$ cat src/include/dlt_pkg.sv
// constants shared by the display list tag and vertex decoder
package dlt_pkg;
    // command word layout
    localparam int OPC_MSB  = 31;
    localparam int OPC_LSB  = 24;
    localparam int KIND_MSB = 31;
    localparam int KIND_LSB = 30;

    // opcodes of the bits 31:24 commands
    localparam logic [7:0] OP_TAG        = 8'h03;
    localparam logic [7:0] OP_TAG_MASK   = 8'h14;
    localparam logic [7:0] OP_VTX_FORMAT = 8'h27;
    localparam logic [7:0] OP_X_OFFSET   = 8'h2B;
    localparam logic [7:0] OP_Y_OFFSET   = 8'h2C;
    localparam logic [7:0] OP_SAVE       = 8'h22;
    localparam logic [7:0] OP_RESTORE    = 8'h23;
    localparam logic [7:0] OP_BEGIN      = 8'h30;
    localparam logic [7:0] OP_CLEAR_TAG  = 8'h31;
    localparam logic [7:0] OP_CLEAR      = 8'h32;

    // vertex kinds in bits 31:30
    localparam logic [1:0] KIND_FVERTEX = 2'h1;
    localparam logic [1:0] KIND_IVERTEX = 2'h2;

    // field positions and widths
    localparam int TAG_LSB       = 0;
    localparam int TAG_W         = 8;
    localparam int MASK_BIT      = 0;
    localparam int FRAC_LSB      = 0;
    localparam int FRAC_W        = 3;
    localparam int OFF_LSB       = 0;
    localparam int OFF_W         = 17;
    localparam int PRIM_LSB      = 0;
    localparam int PRIM_W        = 4;
    localparam int FV_X_LSB      = 15;
    localparam int FV_Y_LSB      = 0;
    localparam int FV_W          = 15;
    localparam int IV_X_LSB      = 21;
    localparam int IV_Y_LSB      = 12;
    localparam int IV_W          = 9;
    localparam int IV_HANDLE_LSB = 7;
    localparam int HANDLE_W      = 5;
    localparam int IV_CELL_LSB   = 0;
    localparam int CELL_W        = 7;
    localparam int COORD_W       = 20;
    localparam int SUBPIX_BITS   = 4;

    // reset and default values
    localparam logic [TAG_W-1:0]  TAG_RESET         = 8'hFF;
    localparam logic              MASK_RESET        = 1'b1;
    localparam logic [FRAC_W-1:0] FRAC_RESET        = 3'h4;
    localparam logic [FRAC_W-1:0] FRAC_MAX          = 3'h4;
    localparam logic [OFF_W-1:0]  OFF_RESET         = 17'h00000;
    localparam logic [TAG_W-1:0]  CLEAR_TAG_RESET   = 8'h00;
    localparam logic [TAG_W-1:0]  LIVE_DEFAULT_INIT = 8'hFF;
    localparam logic [TAG_W-1:0]  TOUCH_TAG_RESET   = 8'h00;
    localparam logic [PRIM_W-1:0] PRIM_RESET        = 4'h0;
    localparam logic [PRIM_W-1:0] PRIM_BITMAP       = 4'h1;

    // saved graphics context: tag, mask, frac, x offset, y offset
    localparam int CTX_W       = TAG_W + 1 + FRAC_W + OFF_W + OFF_W;
    localparam int STACK_DEPTH = 4;
    localparam int COUNT_W     = 3;
    localparam logic [CTX_W-1:0] CTX_DEFAULT =
        {TAG_RESET, MASK_RESET, FRAC_RESET, OFF_RESET, OFF_RESET};
endpackage

$ cat src/rtl/dlt_decoder.sv
// display list tag and vertex command decoder with graphics context
//
// Contract
// - tag command sets 8-bit tag value
// - tag value starts at 255
// - clear-tag default takes effect on clear
// - drawn objects carry current tag unless masked
// - touch loads touched object's tag
// - no tag command means objects report 255
// - mask one selects tag command value
// - mask zero selects default tag value
// - clear without clear-tag gives default zero
// - tag and mask saved in context
// - fractional vertex: kind 1, signed 15-bit X/Y
// - vertex format sets fraction, initially four
// - fractional coordinates scaled by fraction bits
// - integer vertex: 9-bit X/Y, handle, cell
// - handle and cell only for bitmap primitive
// - x offset added to both vertex kinds
// - y offset added to both vertex kinds
// - fraction, offsets in context; vertices change none
// - restore on empty stack loads defaults
`timescale 1ns/1ps
module dlt_decoder
    import dlt_pkg::*;
(
    input  wire logic                ref_clk,
    input  wire logic                reset,
    input  wire logic                cmd_valid,
    input  wire logic [31:0]         cmd_word,
    output logic                     cmd_ready,
    input  wire logic                touch_valid,
    input  wire logic [TAG_W-1:0]    touch_obj_tag,
    output logic      [TAG_W-1:0]    touch_tag,
    output logic                     vertex_valid,
    output logic signed [COORD_W-1:0] vertex_x,
    output logic signed [COORD_W-1:0] vertex_y,
    output logic      [HANDLE_W-1:0] vertex_handle,
    output logic      [CELL_W-1:0]   vertex_cell,
    output logic                     vertex_bitmap,
    output logic      [TAG_W-1:0]    vertex_tag,
    output logic      [TAG_W-1:0]    tag_value,
    output logic                     tag_mask,
    output logic      [FRAC_W-1:0]   frac,
    output logic      [OFF_W-1:0]    x_offset,
    output logic      [OFF_W-1:0]    y_offset,
    output logic      [TAG_W-1:0]    clear_tag_value,
    output logic      [TAG_W-1:0]    live_default_tag,
    output logic      [PRIM_W-1:0]   prim
);
    // opcode match on bits 31:24, lower field bits are not looked at
    function automatic logic is_op(input logic [31:0] w, input logic [7:0] op);
        return w[OPC_MSB:OPC_LSB] == op;
    endfunction

    // signed coordinate scaled to sixteenths of a pixel
    function automatic logic signed [COORD_W-1:0] scale_fv(
        input logic [FV_W-1:0]   c,
        input logic [FRAC_W-1:0] f
    );
        logic signed [COORD_W-1:0] ext;
        logic [FRAC_W-1:0]         sh;
        ext = COORD_W'(signed'(c));
        sh  = (f > FRAC_MAX) ? 3'h0 : (FRAC_MAX - f);
        return ext <<< sh;
    endfunction

    // signed offset widened to coordinate width
    function automatic logic signed [COORD_W-1:0] ext_off(input logic [OFF_W-1:0] o);
        return COORD_W'(signed'(o));
    endfunction

    logic                     is_fvertex;
    logic                     is_ivertex;
    logic                     is_opcmd;
    logic                     do_tag;
    logic                     do_mask;
    logic                     do_format;
    logic                     do_xoff;
    logic                     do_yoff;
    logic                     do_save;
    logic                     do_restore;
    logic                     do_begin;
    logic                     do_clear_tag;
    logic                     do_clear;
    logic [CTX_W-1:0]         ctx_now;
    logic [CTX_W-1:0]         ctx_top;
    logic [CTX_W-1:0]         ctx_load;
    logic                     stack_empty;
    logic [TAG_W-1:0]         obj_tag;

    logic [TAG_W-1:0]         next_tag_value;
    logic                     next_tag_mask;
    logic [FRAC_W-1:0]        next_frac;
    logic [OFF_W-1:0]         next_x_offset;
    logic [OFF_W-1:0]         next_y_offset;
    logic [TAG_W-1:0]         next_clear_tag_value;
    logic [TAG_W-1:0]         next_live_default_tag;
    logic [PRIM_W-1:0]        next_prim;

    logic                     next_vertex_valid;
    logic signed [COORD_W-1:0] next_vertex_x;
    logic signed [COORD_W-1:0] next_vertex_y;
    logic [HANDLE_W-1:0]      next_vertex_handle;
    logic [CELL_W-1:0]        next_vertex_cell;
    logic                     next_vertex_bitmap;
    logic [TAG_W-1:0]         next_vertex_tag;

    // one word per cycle, never stalls
    assign cmd_ready = 1'b1;

    // command decode
    assign is_fvertex   = cmd_valid && cmd_word[KIND_MSB:KIND_LSB] == KIND_FVERTEX;
    assign is_ivertex   = cmd_valid && cmd_word[KIND_MSB:KIND_LSB] == KIND_IVERTEX;
    assign is_opcmd     = cmd_valid && cmd_word[KIND_MSB:KIND_LSB] == 2'h0;
    assign do_tag       = is_opcmd && is_op(cmd_word, OP_TAG);
    assign do_mask      = is_opcmd && is_op(cmd_word, OP_TAG_MASK);
    assign do_format    = is_opcmd && is_op(cmd_word, OP_VTX_FORMAT);
    assign do_xoff      = is_opcmd && is_op(cmd_word, OP_X_OFFSET);
    assign do_yoff      = is_opcmd && is_op(cmd_word, OP_Y_OFFSET);
    assign do_save      = is_opcmd && is_op(cmd_word, OP_SAVE);
    assign do_restore   = is_opcmd && is_op(cmd_word, OP_RESTORE);
    assign do_begin     = is_opcmd && is_op(cmd_word, OP_BEGIN);
    assign do_clear_tag = is_opcmd && is_op(cmd_word, OP_CLEAR_TAG);
    assign do_clear     = is_opcmd && is_op(cmd_word, OP_CLEAR);

    // current context packed for the stack
    assign ctx_now = {tag_value, tag_mask, frac, x_offset, y_offset};

    // empty stack restores the power-up context
    assign ctx_load = stack_empty ? CTX_DEFAULT : ctx_top;

    // tag attached to objects drawn now
    assign obj_tag = tag_mask ? tag_value : live_default_tag;

    // graphics state update
    always_comb begin
        next_tag_value        = tag_value;
        next_tag_mask         = tag_mask;
        next_frac             = frac;
        next_x_offset         = x_offset;
        next_y_offset         = y_offset;
        next_clear_tag_value  = clear_tag_value;
        next_live_default_tag = live_default_tag;
        next_prim             = prim;
        if (do_tag) begin
            next_tag_value = cmd_word[TAG_LSB +: TAG_W];
        end
        if (do_mask) begin
            next_tag_mask = cmd_word[MASK_BIT];
        end
        if (do_format) begin
            next_frac = cmd_word[FRAC_LSB +: FRAC_W];
        end
        if (do_xoff) begin
            next_x_offset = cmd_word[OFF_LSB +: OFF_W];
        end
        if (do_yoff) begin
            next_y_offset = cmd_word[OFF_LSB +: OFF_W];
        end
        if (do_begin) begin
            next_prim = cmd_word[PRIM_LSB +: PRIM_W];
        end
        if (do_clear_tag) begin
            next_clear_tag_value = cmd_word[TAG_LSB +: TAG_W];
        end
        if (do_clear) begin
            next_live_default_tag = clear_tag_value;
        end
        if (do_restore) begin
            {next_tag_value, next_tag_mask, next_frac,
             next_x_offset, next_y_offset} = ctx_load;
        end
    end

    // state registers
    always_ff @(posedge ref_clk) begin
        if (reset) begin
            tag_value        <= TAG_RESET;
            tag_mask         <= MASK_RESET;
            frac             <= FRAC_RESET;
            x_offset         <= OFF_RESET;
            y_offset         <= OFF_RESET;
            clear_tag_value  <= CLEAR_TAG_RESET;
            live_default_tag <= LIVE_DEFAULT_INIT;
            prim             <= PRIM_RESET;
        end else begin
            tag_value        <= next_tag_value;
            tag_mask         <= next_tag_mask;
            frac             <= next_frac;
            x_offset         <= next_x_offset;
            y_offset         <= next_y_offset;
            clear_tag_value  <= next_clear_tag_value;
            live_default_tag <= next_live_default_tag;
            prim             <= next_prim;
        end
    end

    // vertex output, coordinates in sixteenths of a pixel
    always_comb begin
        next_vertex_valid  = 1'b0;
        next_vertex_x      = vertex_x;
        next_vertex_y      = vertex_y;
        next_vertex_handle = vertex_handle;
        next_vertex_cell   = vertex_cell;
        next_vertex_bitmap = vertex_bitmap;
        next_vertex_tag    = vertex_tag;
        if (is_fvertex) begin
            next_vertex_valid  = 1'b1;
            next_vertex_x      = scale_fv(cmd_word[FV_X_LSB +: FV_W], frac)
                                 + ext_off(x_offset);
            next_vertex_y      = scale_fv(cmd_word[FV_Y_LSB +: FV_W], frac)
                                 + ext_off(y_offset);
            next_vertex_handle = '0;
            next_vertex_cell   = '0;
            next_vertex_bitmap = 1'b0;
            next_vertex_tag    = obj_tag;
        end else if (is_ivertex) begin
            next_vertex_valid  = 1'b1;
            next_vertex_x      = COORD_W'({cmd_word[IV_X_LSB +: IV_W], 4'h0})
                                 + ext_off(x_offset);
            next_vertex_y      = COORD_W'({cmd_word[IV_Y_LSB +: IV_W], 4'h0})
                                 + ext_off(y_offset);
            next_vertex_bitmap = (prim == PRIM_BITMAP);
            if (prim == PRIM_BITMAP) begin
                next_vertex_handle = cmd_word[IV_HANDLE_LSB +: HANDLE_W];
                next_vertex_cell   = cmd_word[IV_CELL_LSB +: CELL_W];
            end else begin
                next_vertex_handle = '0;
                next_vertex_cell   = '0;
            end
            next_vertex_tag    = obj_tag;
        end
    end

    // vertex registers
    always_ff @(posedge ref_clk) begin
        if (reset) begin
            vertex_valid  <= 1'b0;
            vertex_x      <= '0;
            vertex_y      <= '0;
            vertex_handle <= '0;
            vertex_cell   <= '0;
            vertex_bitmap <= 1'b0;
            vertex_tag    <= TAG_RESET;
        end else begin
            vertex_valid  <= next_vertex_valid;
            vertex_x      <= next_vertex_x;
            vertex_y      <= next_vertex_y;
            vertex_handle <= next_vertex_handle;
            vertex_cell   <= next_vertex_cell;
            vertex_bitmap <= next_vertex_bitmap;
            vertex_tag    <= next_vertex_tag;
        end
    end

    // context save and restore stack
    dlt_context_stack u_stack (
        .ref_clk (ref_clk),
        .reset   (reset),
        .push    (do_save),
        .pop     (do_restore),
        .ctx_in  (ctx_now),
        .ctx_top (ctx_top),
        .empty   (stack_empty)
    );

    // touch tag report
    dlt_touch_tag u_touch (
        .ref_clk       (ref_clk),
        .reset         (reset),
        .touch_valid   (touch_valid),
        .touch_obj_tag (touch_obj_tag),
        .touch_tag     (touch_tag)
    );
endmodule

$ cat src/rtl/dlt_context_stack.sv
// four level graphics context stack, oldest entry dropped on overflow
`timescale 1ns/1ps
module dlt_context_stack
    import dlt_pkg::*;
(
    input  wire logic             ref_clk,
    input  wire logic             reset,
    input  wire logic             push,
    input  wire logic             pop,
    input  wire logic [CTX_W-1:0] ctx_in,
    output logic      [CTX_W-1:0] ctx_top,
    output logic                  empty
);
    logic [CTX_W-1:0]   entry      [STACK_DEPTH];
    logic [CTX_W-1:0]   next_entry [STACK_DEPTH];
    logic [COUNT_W-1:0] count;
    logic [COUNT_W-1:0] next_count;

    // push shifts up and saturates, pop shifts down
    always_comb begin
        for (int i = 0; i < STACK_DEPTH; i++) begin
            next_entry[i] = entry[i];
        end
        next_count = count;
        if (push) begin
            for (int i = STACK_DEPTH - 1; i > 0; i--) begin
                next_entry[i] = entry[i-1];
            end
            next_entry[0] = ctx_in;
            if (count != COUNT_W'(STACK_DEPTH)) begin
                next_count = count + 3'h1;
            end
        end else if (pop && count != 3'h0) begin
            for (int i = 0; i < STACK_DEPTH - 1; i++) begin
                next_entry[i] = entry[i+1];
            end
            next_entry[STACK_DEPTH-1] = CTX_DEFAULT;
            next_count = count - 3'h1;
        end
    end

    // stack registers
    always_ff @(posedge ref_clk) begin
        if (reset) begin
            for (int i = 0; i < STACK_DEPTH; i++) begin
                entry[i] <= CTX_DEFAULT;
            end
            count <= 3'h0;
        end else begin
            for (int i = 0; i < STACK_DEPTH; i++) begin
                entry[i] <= next_entry[i];
            end
            count <= next_count;
        end
    end

    assign ctx_top = entry[0];
    assign empty   = (count == 3'h0);
endmodule

$ cat src/rtl/dlt_touch_tag.sv
// touch tag register, loaded with the tag of a touched object
`timescale 1ns/1ps
module dlt_touch_tag
    import dlt_pkg::*;
(
    input  wire logic             ref_clk,
    input  wire logic             reset,
    input  wire logic             touch_valid,
    input  wire logic [TAG_W-1:0] touch_obj_tag,
    output logic      [TAG_W-1:0] touch_tag
);
    logic [TAG_W-1:0] next_touch_tag;

    // take the tag of the object under the touch
    always_comb begin
        next_touch_tag = touch_tag;
        if (touch_valid) begin
            next_touch_tag = touch_obj_tag;
        end
    end

    // register
    always_ff @(posedge ref_clk) begin
        if (reset) begin
            touch_tag <= TOUCH_TAG_RESET;
        end else begin
            touch_tag <= next_touch_tag;
        end
    end
endmodule

$ cat config.mk
export PLATFORM = sky130hd
export DESIGN_NAME = dlt_decoder
export DESIGN_NICKNAME = d
export VERILOG_FILES = /design/src/include/dlt_pkg.sv /design/src/rtl/dlt_decoder.sv /design/src/rtl/dlt_context_stack.sv /design/src/rtl/dlt_touch_tag.sv
export SDC_FILE = /design/constraint.sdc
export NUM_CORES = 1
export LEC_CHECK = 0
export ABC_AREA = 1
export BUFFER_PORTS_ARGS = -buffer_cell sky130_fd_sc_hd__buf_2
export CAP_MARGIN = 5
export CORE_MARGIN = 2
export CORE_UTILIZATION = 40
export CTS_CLUSTER_SIZE = 24
export DETAILED_ROUTE_END_ITERATION = 10
export SLEW_MARGIN = 25
export SYNTH_ARGS = -nofsm -noshare
export SYNTH_HDL_FRONTEND = slang
export SYNTH_SLANG_ARGS = --single-unit
$ cat constraint.sdc
create_clock -name ref_clk -period 4.53 [get_ports ref_clk]
set_input_delay 0.906 -clock ref_clk [delete_from_list [all_inputs] [get_ports ref_clk]]
set_output_delay 0.906 -clock ref_clk [all_outputs]
set_load 0.005 [all_outputs]
==> out/metrics.yaml <==
floorplanning:
  io_pins: 181
  dieHeight_um: 214
  core_area_mm2: 0.0433
  die_w_um: 214
  rows: 76
  start_util_pct: 40.7
  die_area_mm2: 0.0457
timing:
  slew-limit-headroom_pct: 36.3
  setup_tns_ns: 0
  slew_violations: 0
  worst_pin_slew_ns: 0.955
  setup_slack_ns: 0.940
  final.min_clock_period_ns: 3.59
  fmax_ghz: 0.279
  skew_ns: 0.0234
  rsz0062_at_grt: "false"
  finalSetupViolations: 0
  hold_viol: 0
  min_period_over_period_pct: 79.2
logic_synthesis:
  syn_area_per_cell_um2: 6.79
  synth_fa_ha_area_share_pct: 4.76
  synth_cell_types: 51
  synth_compound_area_share_pct: 22.6
  synthSimpleGateAreaFrac_pct: 26.5
  synth_top_area_share_pct: 36.7
  synth_top_family_by_area: "simple AND/OR/NAND/NOR gates"
  postSynthCellCount: 2594
  synthFlopType: "dfxtp_1"
  syn_area_mm2: 0.0176
  synth-async-reset-ratio_pct: 0
  synth_edf_count: 0
  synth_seq_cells: 323
  yosysSeqAreaShare_pct: 36.7
  post-synth-top-area-cell: "dfxtp_1"
  syn_nets: 2702
  synth-xor-area-share_pct: 0.646
  synth_mux_area_share_pct: 0.170
  synth.area.top_cells: "dfxtp_1 (37%), nand2_1 (15%), o21ai_0 (6.8%)"
  yosys_warnings: 0
routing:
  drc_errors: 0
  vias: 18100
  dr_wl_met2_um: 28500
  highest_layer: "met5"
  drt_iter0_drc: 1972
  drt_pass1_iterations: 6
  wl_met3_um: 3910
  via_per_inst: 5.49
  wirelength_um: 64100
  ant_nets: 0
  wl_met1_um: 29400
  wl_per_cell_um: 19.4
final_layout:
  num-fill-cells: 4512
  fin_cells: 3300
  drive_gt1_share_pct: 12.0
  diodes: 0
  synthToLayoutAreaGrowth_pct: 14.4
  fin_nets: 2794
  final_cell_mix: "nand2_1 (724), dfxtp_1 (323), o21ai_0 (240), inv_1 (206), buf_2 (178)"
  final_common_cell: "nand2_1"
grt:
  grt_start_max_net_pins: 171
  grt_pass1_vias: 16300
  globalRouteTotalUtil_pct: 27.4
  grt_pass1_wl_um: 96800
  grt_overflow: 0
  antenna_found_initial: 1
critical_path:
  cp_max_fo: 16
  worstSetupPathType: "flop to flop"
  slowest_delay_ns: 0.46
  critPathArrivalTime_ns: 4.04
  end_kind: "flop"
  crit_slowest_cell: "fa_1"
  worstPathRequired_ns: 4.98
  crit_chain: "inv_1 > ha_1 > o21ai_2 > nand3_1 > nor2_1 > ha_1 > inv_1 > fa_1 > o21ai_0 > nand2_1 > nand2_1 > a21oi_1 > or2_2 > nand3_1 > a21oi_1"
  startpoint_type: "flop"
clock_network:
  cts_made_buffers: 38
  ctsResizeCount: 0
  cts_num_sinks: 323
  clk_pin_slew_worst_paths_ns: 0.06
  root_buffer: "clkbuf_16"
  htreeDepth: 2
  clockBufferDepth: 3
  postCtsSetupRepairBufs: 0
  insertion_delay_ns: 0.57
  hold_buffers: 0
  cts_tree: "done"
power_and_ir_drop:
  ir_drop_mv: 0.335
  clkPwrFrac_pct: 47.9
  switchingPower_uw: 1680
  p_int_uw: 4900
  p_sw_share_pct: 25.5
  seqPwrFrac_pct: 44.2
  power_density_mw_per_mm2: 326
  combPwrFrac_pct: 7.8
  leakage_uw: 0.00852
placement:
  hpwl_um: 46000
  dp_slack_ns: 0.765
  io_buffers: 179
  routabilityCongestion: 0.964
  dp_cells: 3231
hold_path:
  hp-class: "flop to flop"
outcome:
  status: "completed"
job:
  maxCapViolCount: 0
[cell families after synthesis]
kind of cell             Yosys count
AND/OR/NAND/NOR                 1133
multiplexers                       3
buffers and inverters            373
XOR/XNOR                          13
AO/OA/AOI/OAI                    684
flip-flops                       323
other                              1
adder cells (fa/ha/maj)           64
[power by group through the flow]
| stage | combinational, uW | sequential [uW] | clock [uW] |
|---|---|---|---|
| 2_1_floorplan | 290 | 2960 | 0 |
| 6_report | 514 | 2910 | 3150 |
| 3_3_place_gp | 509 | 2970 | 0 |
| 5_1_grt | 568 | 2910 | 3310 |
| 3_5_place_dp | 509 | 2970 | 0 |
| 4_1_cts | 512 | 2910 | 3210 |
[layer usage]
layer / up-vias / track usage [%]
met3: 118 / 3.68
met1: 8494 / 38.2
met5: - / 0
li1: 8918 / -
met4: 2 / 10.4
met2: 598 / 43.0
[worst max-delay path: cells and delay by family (launching register included)]
family / cells / cell delay (ns)
AO/OA/AOI/OAI: 4 / 0.80
adder cells (fa/ha/maj): 3 / 1.02
AND/OR/NAND/NOR: 6 / 1.03
buffers and inverters: 2 / 0.19
flip-flops: 1 / 0.42
[synth_stat cells, types with 3 or more instances]
cell type and number:
mux2i_1 3, a211oi_1 18, o22ai_1 11, clkbuf_1 89, o21bai_1 12, o21ai_1 35
a21oi_1 175, nor3_1 13, o2111ai_1 5, o21a_1 7, nand4_1 10, inv_2 7
o21ai_0 241, a31oi_1 79, fa_1 5, xor2_1 10, buf_4 9, inv_1 207
nor4_1 4, nor2_1 174, nand3b_1 6, ha_1 59, a311oi_1 31, nand2_1 724
a311oi_2 5, buf_1 9, buf_2 48, nand3_1 160, or2_2 30, o211ai_1 54
dfxtp_1 323, xnor2_1 3
[worst paths after layout]
path	slack (ns)	from	depth (start not counted)	to
max	0.94	frac[0]	15	vertex_x[12]
min	0.46	u_stack.entry[0][148]	2	u_stack.entry[0][148]
max reg2reg	0.94	frac[0]	15	vertex_x[12]
min reg2reg	0.46	u_stack.entry[0][148]	2	u_stack.entry[0][148]
[sequential cells by signal, summed over array words and instances (netlist names)]
signal and cells:
y_offset 17, vertex_cell 7, vertex_bitmap 1, clear_tag_value 8, vertex_y 20, vertex_tag 8, live_default_tag 8, u_stack.count 3
u_touch.touch_tag 8, u_stack.entry 184, x_offset 17, frac 3, tag_value 8, prim 4, vertex_valid 1, vertex_handle 5
vertex_x 20, tag_mask 1
[final cells by class]
class	count	area, um2	share of cell area (%)
multi-input combinational	1898	9680	48.0
timing repair buffer	209	1170	5.82
inverter	216	816	4.05
clock inverter	13	193	0.956
tap	585	732	3.63
sequential	323	6470	32.1
clock buffer	56	1090	5.40
[through the flow]
stage	cell area [um2]	utilization (%)	power, uW	hold WS [ns]
2_1_floorplan	17600	-	3260	0.437
3_3_place_gp	18900	43.6	3480	0.448
3_5_place_dp	18900	43.6	3480	0.453
4_1_cts	20100	46.6	6630	0.462
5_1_grt	20100	46.6	6790	0.477
6_report	20100	46.6	6570	0.459
(Power assumes the default switching activity.)
